==> src/hw/dma_ctrl_b_map.vh <==
`ifndef DMA_CTRL_B_MAP_VH
`define DMA_CTRL_B_MAP_VH
// ----------------------------------------
// register byte addresses
// ----------------------------------------
`define ADDR_CTRL_B        4'h0
`define ADDR_CTRL_A        4'h4
`define ADDR_DST_ADDR      4'h8
`define ADDR_COUNT         4'hC
// ----------------------------------------
// channel_control_b fields
// ----------------------------------------
`define CB_MASTER_EN       7
`define CB_SPARE           6
`define CB_DST_DIR         5
`define CB_DST_STEP        4
`define CB_BLOCK_SRC       3
`define CB_ACT_HI          2
`define CB_ACT_LO          0
`define CB_RESET           8'h00
// ----------------------------------------
// channel_control_a fields
// ----------------------------------------
`define CA_CHAN_EN         7
`define CA_SIZE            6
`define CA_FULL_HI         2
`define CA_FULL_LO         1
`define CA_BLOCK_MODE      0
`define CA_RESET           8'h00
// ----------------------------------------
// activation codes
// ----------------------------------------
`define ACT_BURST          3'h0
`define ACT_STEAL          3'h2
`define ACT_FALL           3'h6
`define ACT_LOW            3'h7
`define ACT_TMR_LAST       3'h3
// ----------------------------------------
// bus answers
// ----------------------------------------
`define RESP_OKAY          2'h0
`define RESP_SLVERR        2'h2
`endif

==> src/hw/req_sync.v <==
// ----------------------------------------
// request pin synchroniser and detector
// ----------------------------------------
module req_sync (
  // clock and reset
  input  wire ref_clk,
  input  wire rst_n,
  // pin and results
  input  wire ext_xfer_request_n,
  output reg  req_low,
  output wire req_fall
);
  reg meta;
  reg prev;

  // two stages before any logic reads the pin
  always @(posedge ref_clk or negedge rst_n) begin
    if (!rst_n) begin
      meta    <= 1'b1;
      req_low <= 1'b0;
      prev    <= 1'b1;
    end else begin
      meta    <= ext_xfer_request_n;
      req_low <= ~meta;
      prev    <= ~req_low;
    end
  end

  // one pulse per high-to-low transition
  assign req_fall = prev & req_low;
endmodule

==> src/hw/dma_full_address_ctrl_b.v <==
// Behaviour
// - control b clears on reset and standby
// - transfer needs master and channel enable
// - nmi clears master enable
// - suspended transfer resumes from same point
// - master enable set only after read
// - bit six stores and returns value
// - step disabled holds destination fixed
// - step up by one or two
// - step down by one or two
// - bit three picks block area side
// - normal mode activation codes four legal
// - low level code requests while pin low
// - block mode timer or falling edge
// - falling edge gives one request
// - shared event served in priority order
// - full address needs both select bits
// - size bit picks byte or word
// - steal releases bus; burst holds it
// - channel enable clears at count end
`include "dma_ctrl_b_map.vh"
module dma_full_address_ctrl_b #(
  parameter AW = 24
) (
  // clock and reset
  input  wire          ref_clk,
  input  wire          rst_n,
  // system events
  input  wire          standby,
  input  wire          nmi_pulse,
  input  wire [3:0]    timer_match_a,
  input  wire          higher_chan_busy,
  input  wire          higher_master_req,
  // external request pin
  input  wire          ext_xfer_request_n,
  // transfer engine handshake
  output wire          xfer_req,
  input  wire          xfer_done,
  output reg           bus_hold,
  output wire          xfer_word,
  output wire          block_src_side,
  output reg  [AW-1:0] dst_address_reg,
  // axi4-lite write address
  input  wire          s_axi_awvalid,
  output wire          s_axi_awready,
  input  wire [3:0]    s_axi_awaddr,
  // axi4-lite write data
  input  wire          s_axi_wvalid,
  output wire          s_axi_wready,
  input  wire [31:0]   s_axi_wdata,
  input  wire [3:0]    s_axi_wstrb,
  // axi4-lite write response
  output reg           s_axi_bvalid,
  input  wire          s_axi_bready,
  output reg  [1:0]    s_axi_bresp,
  // axi4-lite read address
  input  wire          s_axi_arvalid,
  output wire          s_axi_arready,
  input  wire [3:0]    s_axi_araddr,
  // axi4-lite read data
  output reg           s_axi_rvalid,
  input  wire          s_axi_rready,
  output reg  [31:0]   s_axi_rdata,
  output reg  [1:0]    s_axi_rresp
);
  // ----------------------------------------
  // state
  // ----------------------------------------
  reg  [7:0]  channel_control_b;
  reg  [7:0]  channel_control_a;
  reg  [15:0] xfer_count;
  reg         read_armed_b;
  reg         read_armed_a;
  reg         aw_held;
  reg  [3:0]  aw_addr;
  reg         w_held;
  reg  [31:0] w_data;
  reg  [3:0]  w_strb;
  reg         pend_req;
  wire        req_low;
  wire        req_fall;

  function is_legal;
    input [2:0] code;
    input       blk;
    begin
      if (blk)
        is_legal = (code <= `ACT_TMR_LAST) || (code == `ACT_FALL);
      else
        is_legal = (code == `ACT_BURST) || (code == `ACT_STEAL) ||
                   (code == `ACT_FALL) || (code == `ACT_LOW);
    end
  endfunction

  req_sync u_req_sync (
    .ref_clk            (ref_clk),
    .rst_n              (rst_n),
    .ext_xfer_request_n (ext_xfer_request_n),
    .req_low            (req_low),
    .req_fall           (req_fall)
  );

  // ----------------------------------------
  // field decode
  // ----------------------------------------
  wire [2:0] act     = channel_control_b[`CB_ACT_HI:`CB_ACT_LO];
  wire       blk     = channel_control_a[`CA_BLOCK_MODE];
  wire       full    = channel_control_a[`CA_FULL_HI] &
                       channel_control_a[`CA_FULL_LO];
  wire       enabled = full & channel_control_b[`CB_MASTER_EN] &
                       channel_control_a[`CA_CHAN_EN];
  wire       legal   = is_legal(act, blk);

  assign xfer_word      = channel_control_a[`CA_SIZE];
  assign block_src_side = channel_control_b[`CB_BLOCK_SRC];

  // ----------------------------------------
  // request selection
  // ----------------------------------------
  reg trig;
  always @* begin
    trig = 1'b0;
    if (blk) begin
      if (act <= `ACT_TMR_LAST)
        trig = timer_match_a[act[1:0]];
      else if (act == `ACT_FALL)
        trig = req_fall;
    end else begin
      case (act)
        `ACT_BURST: trig = 1'b1;
        `ACT_STEAL: trig = 1'b1;
        `ACT_FALL:  trig = req_fall;
        `ACT_LOW:   trig = req_low;
        default:    trig = 1'b0;
      endcase
    end
  end

  wire level_src = ~blk & (act != `ACT_FALL) &
                   ((act == `ACT_LOW) | (act == `ACT_BURST) | (act == `ACT_STEAL));
  // pending edge/timer events survive a suspend; a higher channel on the same event
  // goes first, so this one waits while it is busy
  wire want = level_src ? trig : pend_req;
  assign xfer_req = enabled & legal & want & ~higher_chan_busy;

  // ----------------------------------------
  // bus hold for auto-request
  // ----------------------------------------
  always @(posedge ref_clk or negedge rst_n) begin
    if (!rst_n)
      bus_hold <= 1'b0;
    else if (standby)
      bus_hold <= 1'b0;
    else
      bus_hold <= enabled & ~blk & (act == `ACT_BURST) & ~higher_master_req;
  end

  // ----------------------------------------
  // bus handshake
  // ----------------------------------------
  wire aw_ok  = aw_held | s_axi_awvalid;
  wire w_ok   = w_held  | s_axi_wvalid;
  wire wr_go  = aw_ok & w_ok & ~s_axi_bvalid;
  wire [3:0]  wa = aw_held ? aw_addr : s_axi_awaddr;
  wire [31:0] wd = w_held  ? w_data  : s_axi_wdata;
  wire        wb = w_held  ? w_strb[0] : s_axi_wstrb[0];
  wire rd_go  = s_axi_arvalid & ~s_axi_rvalid;

  assign s_axi_awready = ~aw_held & ~s_axi_bvalid;
  assign s_axi_wready  = ~w_held  & ~s_axi_bvalid;
  assign s_axi_arready = ~s_axi_rvalid;

  wire wr_b   = wr_go & wb & (wa == `ADDR_CTRL_B);
  wire wr_a   = wr_go & wb & (wa == `ADDR_CTRL_A);
  wire wr_d   = wr_go & (wa == `ADDR_DST_ADDR);
  wire wr_c   = wr_go & (wa == `ADDR_COUNT);
  wire rd_b   = rd_go & (s_axi_araddr == `ADDR_CTRL_B);
  wire rd_a   = rd_go & (s_axi_araddr == `ADDR_CTRL_A);

  always @(posedge ref_clk or negedge rst_n) begin
    if (!rst_n) begin
      aw_held <= 1'b0;
      aw_addr <= 4'h0;
      w_held  <= 1'b0;
      w_data  <= 32'h0000_0000;
      w_strb  <= 4'h0;
      s_axi_bvalid <= 1'b0;
      s_axi_bresp  <= `RESP_OKAY;
      s_axi_rvalid <= 1'b0;
      s_axi_rdata  <= 32'h0000_0000;
      s_axi_rresp  <= `RESP_OKAY;
    end else begin
      if (wr_go) begin
        aw_held <= 1'b0;
        w_held  <= 1'b0;
        s_axi_bvalid <= 1'b1;
        s_axi_bresp  <= (wa == `ADDR_CTRL_B || wa == `ADDR_CTRL_A || wa == `ADDR_DST_ADDR ||
                         wa == `ADDR_COUNT) ? `RESP_OKAY : `RESP_SLVERR;
      end else begin
        if (s_axi_awvalid & s_axi_awready) begin
          aw_held <= 1'b1;
          aw_addr <= s_axi_awaddr;
        end
        if (s_axi_wvalid & s_axi_wready) begin
          w_held <= 1'b1;
          w_data <= s_axi_wdata;
          w_strb <= s_axi_wstrb;
        end
        if (s_axi_bvalid & s_axi_bready)
          s_axi_bvalid <= 1'b0;
      end
      if (rd_go) begin
        s_axi_rvalid <= 1'b1;
        s_axi_rresp  <= `RESP_OKAY;
        case (s_axi_araddr)
          `ADDR_CTRL_B:   s_axi_rdata <= {24'h000000, channel_control_b};
          `ADDR_CTRL_A:   s_axi_rdata <= {24'h000000, channel_control_a};
          `ADDR_DST_ADDR: s_axi_rdata <= {{(32-AW){1'b0}}, dst_address_reg};
          `ADDR_COUNT:    s_axi_rdata <= {16'h0000, xfer_count};
          default: begin
            s_axi_rdata <= 32'h0000_0000;
            s_axi_rresp <= `RESP_SLVERR;
          end
        endcase
      end else if (s_axi_rvalid & s_axi_rready) begin
        s_axi_rvalid <= 1'b0;
      end
    end
  end

  // ----------------------------------------
  // control b
  // ----------------------------------------
  always @(posedge ref_clk or negedge rst_n) begin
    if (!rst_n) begin
      channel_control_b <= `CB_RESET;
      read_armed_b      <= 1'b0;
    end else if (standby) begin
      channel_control_b <= `CB_RESET;
      read_armed_b      <= 1'b0;
    end else begin
      if (rd_b & ~channel_control_b[`CB_MASTER_EN])
        read_armed_b <= 1'b1;
      else if (wr_b)
        read_armed_b <= 1'b0;
      if (wr_b) begin
        channel_control_b[6:0] <= wd[6:0];
        if (!wd[`CB_MASTER_EN])
          channel_control_b[`CB_MASTER_EN] <= 1'b0;
        else if (read_armed_b)
          channel_control_b[`CB_MASTER_EN] <= 1'b1;
      end
      // nmi wins over a same-cycle set so the cpu gets the bus
      if (nmi_pulse)
        channel_control_b[`CB_MASTER_EN] <= 1'b0;
    end
  end

  // ----------------------------------------
  // control a, count, destination
  // ----------------------------------------
  wire last = xfer_done & enabled & (xfer_count == 16'h0001);
  wire [AW-1:0] step = xfer_word ? {{(AW-2){1'b0}}, 2'b10} : {{(AW-1){1'b0}}, 1'b1};

  always @(posedge ref_clk or negedge rst_n) begin
    if (!rst_n) begin
      channel_control_a <= `CA_RESET;
      read_armed_a      <= 1'b0;
      xfer_count        <= 16'h0000;
      dst_address_reg   <= {AW{1'b0}};
      pend_req          <= 1'b0;
    end else if (standby) begin
      channel_control_a <= `CA_RESET;
      read_armed_a      <= 1'b0;
      pend_req          <= 1'b0;
    end else begin
      if (rd_a & ~channel_control_a[`CA_CHAN_EN])
        read_armed_a <= 1'b1;
      else if (wr_a)
        read_armed_a <= 1'b0;
      if (wr_a) begin
        channel_control_a[6:0] <= wd[6:0];
        if (!wd[`CA_CHAN_EN])
          channel_control_a[`CA_CHAN_EN] <= 1'b0;
        else if (read_armed_a)
          channel_control_a[`CA_CHAN_EN] <= 1'b1;
      end
      if (last)
        channel_control_a[`CA_CHAN_EN] <= 1'b0;
      if (wr_c)
        xfer_count <= wd[15:0];
      else if (xfer_done & enabled)
        xfer_count <= xfer_count - 16'h0001;
      if (wr_d)
        dst_address_reg <= wd[AW-1:0];
      else if (xfer_done & enabled & channel_control_b[`CB_DST_STEP]) begin
        if (channel_control_b[`CB_DST_DIR])
          dst_address_reg <= dst_address_reg - step;
        else
          dst_address_reg <= dst_address_reg + step;
      end
      // edge and timer events are kept while suspended
      if (trig & ~level_src & channel_control_a[`CA_CHAN_EN])
        pend_req <= 1'b1;
      else if (xfer_done & enabled)
        pend_req <= 1'b0;
    end
  end
endmodule

==> config.mk <==
export PLATFORM = sky130hd
export DESIGN_NAME = dma_full_address_ctrl_b
export DESIGN_NICKNAME = d
export VERILOG_FILES = /design/src/hw/req_sync.v /design/src/hw/dma_full_address_ctrl_b.v
export VERILOG_INCLUDE_DIRS = /design/src /design/src/hw
export SDC_FILE = /design/constraint.sdc
export NUM_CORES = 1
export LEC_CHECK = 0
export ABC_AREA = 1
export ABC_CLOCK_PERIOD_IN_PS = 3150
export BUFFER_PORTS_ARGS = -buffer_cell sky130_fd_sc_hd__buf_2
export CORE_MARGIN = 2
export CORE_UTILIZATION = 60
export DETAILED_ROUTE_END_ITERATION = 10
export PLACE_DENSITY = 0.84
export REMOVE_ABC_BUFFERS = 1
export SLEW_MARGIN = 5
export SYNTH_ARGS = -nofsm -noshare
export SYNTH_HDL_FRONTEND = slang
export SYNTH_SLANG_ARGS = --single-unit
==> constraint.sdc <==
create_clock -name ref_clk -period 3.15 [get_ports ref_clk]
set_input_delay 0.315 -clock ref_clk [delete_from_list [all_inputs] [get_ports ref_clk]]
set_output_delay 0.315 -clock ref_clk [all_outputs]
set_load 0.02 [all_outputs]
### Yosys cells after proc, flatten, opt, wreduce, memory -nomap -nowiden

Cells that the tools add are included.

| operators by class | value |
|---|---|
| $add $sub $neg | 3 |
| $lt $le $gt $ge | 2 |
| equality and inequality tests | 13 |
| mux-type cells | 48 |
| bitwise gates (word level) | 53 |
| reduce and logical (&&, ||, !) cells | 31 |

Operators by type and width:

| operator | number |
|---|---|
| 2-to-1 mux 24 bit | 4 |
| case mux 24 bit (4 select lines) | 1 |
| AND 1 bit | 35 |
| 2-to-1 mux 16 bit | 2 |
| 2-to-1 mux 8 bit | 4 |
| 2-to-1 mux 1 bit | 31 |
| adder 24 x 2 -> 24 bit | 1 |
| subtractor 24 x 2 -> 24 bit | 1 |
| == test 16 x 1 -> 1 bit, second input constant | 1 |
| == test 4 bit, second input constant | 4 |
| nonzero test 2 bit | 8 |
| subtractor 16 x 1 -> 16 bit, second input constant | 1 |
| nonzero test 3 bit | 5 |
| NOT 1 bit | 14 |
| AND reduction 2 bit | 6 |
| == test 4 x 3 -> 1 bit, second input constant | 2 |
| logical NOT 4 bit | 2 |
| logical OR 1 bit | 7 |
| == test 3 bit, second input constant | 2 |
| 2-to-1 mux 2 bit | 3 |
| 2-to-1 mux 4 bit | 1 |
| inequality test 4 x 3 -> 1 bit, second input constant | 1 |
| inequality test 4 bit, second input constant | 1 |
| bitwise OR 1 bit | 4 |
| other kinds (9) | 9 |

| storage, ports and cells | value |
|---|---|
| bits in registers | 132 |
| input port bits | 61 |
| logic and storage cells | 173 |

### Logic depth before layout (Yosys ltp)

| depth | value |
|---|---|
| depth in word-level cells | 9 |
| gate-level depth with buffers | 14 |
| mapped depth without buffers | 14 |

### By module

Synthesis repeated with hierarchy kept, for this count alone.

| second synthesis, totals | value |
|---|---|
| cells, all modules | 1,178 |
| area total of the unflattened synthesis | 7,973.9 um^2 |

Modules (own cells, without submodules):

| module | instances | cells an instance | area an instance (um^2) |
|---|---|---|---|
| dma_full_address_ctrl_b | 1 | 1,171 | 7,881.3 |
| req_sync | 1 | 7 | 92.6 |

### Least setup slack after synthesis

Ideal clock, no wire load.

| path | value |
|---|---|
| kind | reg-to-reg |
| start point | reg channel_control_b[5] |
| end point | reg dst_address_reg[12] |
| arrival time | 1,962 ps |
| data required time | 3,024 ps |
| setup slack | 1,062 ps |
| cell stages (with the launch flop) | 13 |
| period minus slack after synthesis | 2,088 ps |
| path through | dfrtp_1 inv_1 nor2_1 fa_1 nand3_1 nand3_1 nand2_1 nand2_1 nand2_1 a21o_1 nand3_1 nand2_1 o21ai_0 |

| on the way | value |
|---|---|
| cells in the longest elaborated chain, start to end | 3 |

Ends and longest elaborated chain:

| what | RTL line | RTL |
|---|---|---|
| start, declared | dma_full_address_ctrl_b.v:69 | `reg [7:0] channel_control_b;` |
| start signal, assigned | dma_full_address_ctrl_b.v:236 | `` channel_control_b <= `CB_RESET; `` |
| start signal, assigned | dma_full_address_ctrl_b.v:239 | `` channel_control_b <= `CB_RESET; `` |
| start signal, assigned | dma_full_address_ctrl_b.v:247 | `channel_control_b[6:0] <= wd[6:0];` |
| 2-to-1 mux 24 bit | dma_full_address_ctrl_b.v:297 | `` if (channel_control_b[`CB_DST_DIR]) `` |
| 2-to-1 mux 24 bit | dma_full_address_ctrl_b.v:296 | `` else if (xfer_done & enabled & channel_control_b[`CB_DST_STEP]) begin `` |
| 2-to-1 mux 24 bit | dma_full_address_ctrl_b.v:294 | `if (wr_d)` |
| end signal, assigned | dma_full_address_ctrl_b.v:295 | `dst_address_reg <= wd[AW-1:0];` |
| end signal, assigned | dma_full_address_ctrl_b.v:298 | `dst_address_reg <= dst_address_reg - step;` |
| end signal, assigned | dma_full_address_ctrl_b.v:300 | `dst_address_reg <= dst_address_reg + step;` |
| end, declared | dma_full_address_ctrl_b.v:42 | `output reg [AW-1:0] dst_address_reg,` |

Every way passes these cells. The select of a mux whose other input is x is not followed.
A chain may end at the register's enable or synchronous reset.

### Worst setup path in the final report

Same ends and word-level chain as after synthesis.

==> qor.csv <==
stage,metric,value,unit
critical_path,worst path cell trace,"inv_1, nor2_1, fa_1, nand3_1, nand3_1, nand2_1, nand2_1, nand2_1, a21o_1, nand3_1, nand2_1, o21ai_0",
timing,Final Max Tran Viols,0,
logic_synthesis,dominant synthesized flop cell,dfrtp_1,
critical_path,Setup CP Type,flop to flop,
logic_synthesis,most numerous cell in the Yosys netlist,nand2_1,
global_routing,largest net degree at the start of global routing,69,
place,gpl congestion,0.956,
routing,1st-iter DRT viols,769,
finish,Nets,1373,
global_routing,M2 GR Usage,53.6,%
pwr,leakage,5.23,nW
hold_path,Hold Path Depth,2,
timing,final setup fails,0,
clocking,"Reg clk slew, reported paths",0.06,ns
routing,DRC viols,0,
floorplanning,core area,13100,µm²
critical_path,most frequent cell on the critical path,nand2_1,
routing,vias per cell,5.49,
logic_synthesis,Post-synth top cells,"403 x nand2_1, 164 x inv_1, 122 x nor2_1",
critical_path,Worst path max stage delay,0.56,ns
place,Port Buffer Count,108,
timing,worst-margin pin slew,0.954,ns
pwr,PD cells,955,nW/µm²
routing,WL/cell,15.5,µm
clocking,clk_lat worst skew,0.43,ns
routing,Post-DRT Antenna Nets,0,
logic_synthesis,asr flop ratio synth,100,%
timing,Slew HR,36.0,%
clocking,maximum root-to-sink buffer count,2,
floorplanning,Die Span X,119,µm
logic_synthesis,number of synthesized register bits,122,
critical_path,CP Capture Type,flop,
logic_synthesis,"Seq/Total Area, Yosys",38.4,%
clocking,setup bufs post-CTS,0,
critical_path,crit path max fanout,12,
clocking,CTS tree,built,
logic_synthesis,number of enable flip-flop cells after synthesis,0,
routing,TritonRoute pass-1 iters,7,
timing,min cycle time layout,2.46,ns
flow_run,max cap viols,0,
place,Final HPWL DP,16500,µm
clocking,clk root buf,clkbuf_16,
global_routing,M3 GR Usage,8.05,%
global_routing,vias in the first global route,7683,
critical_path,depth of the worst register-to-register path,12,
timing,setup TNS,0,ns
hold_path,Hold WC Path Type,primary input to flop,
timing,Final Hold Fails,0,
finish,ANT cells,0,
finish,Layout area overhead,16.5,%
global_routing,initial antenna violation count,0,
logic_synthesis,dominant cells by area after synthesis,"dfrtp_1 38%, nand2_1 19%, inv_1 7.7%",
critical_path,startpoint types,flop,
critical_path,Crit-path slowest cell,dfrtp_1,
timing,skew final,0.00978,ns
global_routing,GRT Total Usage,33.2,%
global_routing,first-pass GRT wire length,37100,µm
finish,share of cells above drive strength 1,12.9,%
timing,RSZ-0062 raised after global routing,false,
routing,total number of vias,8102,
floorplanning,Rows,42,
floorplanning,Die Area,14200,µm²
clocking,hold buffers post-CTS,2,
critical_path,CP required,3.44,ns
outcome,status,finished clean,
logic_synthesis,Mapped Area,7960,µm²
logic_synthesis,top cell type's share of synthesized area,37.7,%
logic_synthesis,Synth area leader,dfrtp_1,
global_routing,GR Overflow Total,0,
pwr,Max VDD drop,0.000731,V
timing,Max Clk Rate,406,MHz
finish,fill cell count,1075,
timing,setup slack after layout,0.689,ns
global_routing,met1 usage,43.6,%
clocking,Sink Count,122,
floorplanning,Initial Util,60.9,%
logic_synthesis,yosys warns,0,
timing,final period utilization,78.1,%
clocking,total CTS buffers,17,
critical_path,worst path arrival time,2.75,ns
floorplanning,DIE HEIGHT,119,µm
clocking,post-cts sizing count,0,
place,dpl ws,0.758,ns
logic_synthesis,distinct cell type count after synthesis,43,
routing,drt total wl,22900,µm
clocking,H-Tree Depth,4,
logic_synthesis,post-synthesis cell count,1182,
logic_synthesis,syn avg cell area,6.74,µm²
global_routing,busiest layer in global routing,met2,
floorplanning,IO Count,130,
[cell families after synthesis]
kind of cell,after synthesis,share of synthesized area [%]
adder cells (fa/ha/maj),26,4.18
AO/OA/AOI/OAI,184,12.6
other,1,0.0471
flip-flops,122,38.4
AND/OR/NAND/NOR,620,31.7
multiplexers,2,0.283
XOR/XNOR,16,1.76
buffers and inverters,211,11.1
[power breakdown]
group / switching (mW) / internal (mW)
registers: 0.483 / 2.09
logic: 2.75 / 1.35
clock network: 0.745 / 1.45
total: 3.98 / 4.89
[stage by stage]
| stage | util [%] | hold slack (ns) | total power [mW] | std cells | area (µm²) |
|---|---|---|---|---|---|
| after floorplan | - | 0.0194 | 5.31 | 1147 | 7740 |
| after global placement | 65.7 | 0.388 | 6.44 | 1441 | 8590 |
| after detailed placement | 65.7 | 0.399 | 6.56 | 1441 | 8590 |
| after CTS | 70.9 | 0.0409 | 8.81 | 1475 | 9280 |
| after global routing | 70.9 | 0.0572 | 9.51 | 1475 | 9280 |
| final | 70.9 | 0.0529 | 8.86 | 1475 | 9280 |
[worst max-delay path: cells and delay by family (launching register included)]
kind	cells	cell delay, ns
compound gates	2	0.20
simple gates	8	0.90
flops	1	0.56
buf+inv	1	0.15
fa+ha+maj	1	0.52
[path summary, 6_finish.rpt]
check | startpoint | slack, ns | endpoint
setup / recovery | channel_control_b[5] | 0.69 | dst_address_reg[12]
hold / removal | nmi_pulse | 0.05 | channel_control_b[7]
setup reg to reg | channel_control_b[5] | 0.69 | dst_address_reg[12]
hold reg to reg | u_req_sync.req_low | 0.42 | u_req_sync.prev
max in group asynchronous | rst_n | 1.82 | u_req_sync.prev
min in group asynchronous | rst_n | 0.48 | s_axi_rdata[20]
[layer usage]
layer,part of all wire [%],vias up
li1,-,3935
met1,42,3743
met2,47,354
met3,8.0,70
met4,2.9,0
met5,0,-
[cells in the final DEF, fill, tap and decap left out, drive strengths merged]
cell type    instances
nand2              405
inv                168
nor2               122
dfrtp              120
buf                118
o21ai              112
nand3               62
a21oi               46
ha                  25
clkbuf              19
nand4               15
xor2                14
conb                10
o2111ai              9
o22ai                7
nor3                 7
nand3b               5
bufinv               5
clkinv               5
or2                  3
a32o                 2
xnor2                2
a21o                 2
a31o                 2
mux2                 2
clkinvlp             2
dlygate4sd3          2
dfstp                2
and2                 1
a21boi               1
a31oi                1
o31ai                1
a221oi               1
fa                   1
[final cells by class]
cell class                      instances  area, µm²  area share, %
Multi-Input combinational cell        858       4060           43.7
Timing Repair Buffer                  120        651           7.01
Clock inverter                         13        214           2.31
Sequential cell                       122       3060           32.9
Inverter                              167        627           6.76
Clock buffer                           19        453           4.88
Tap cell                              176        220           2.37
No activity file was read; power rests on OpenSTA's default activity.
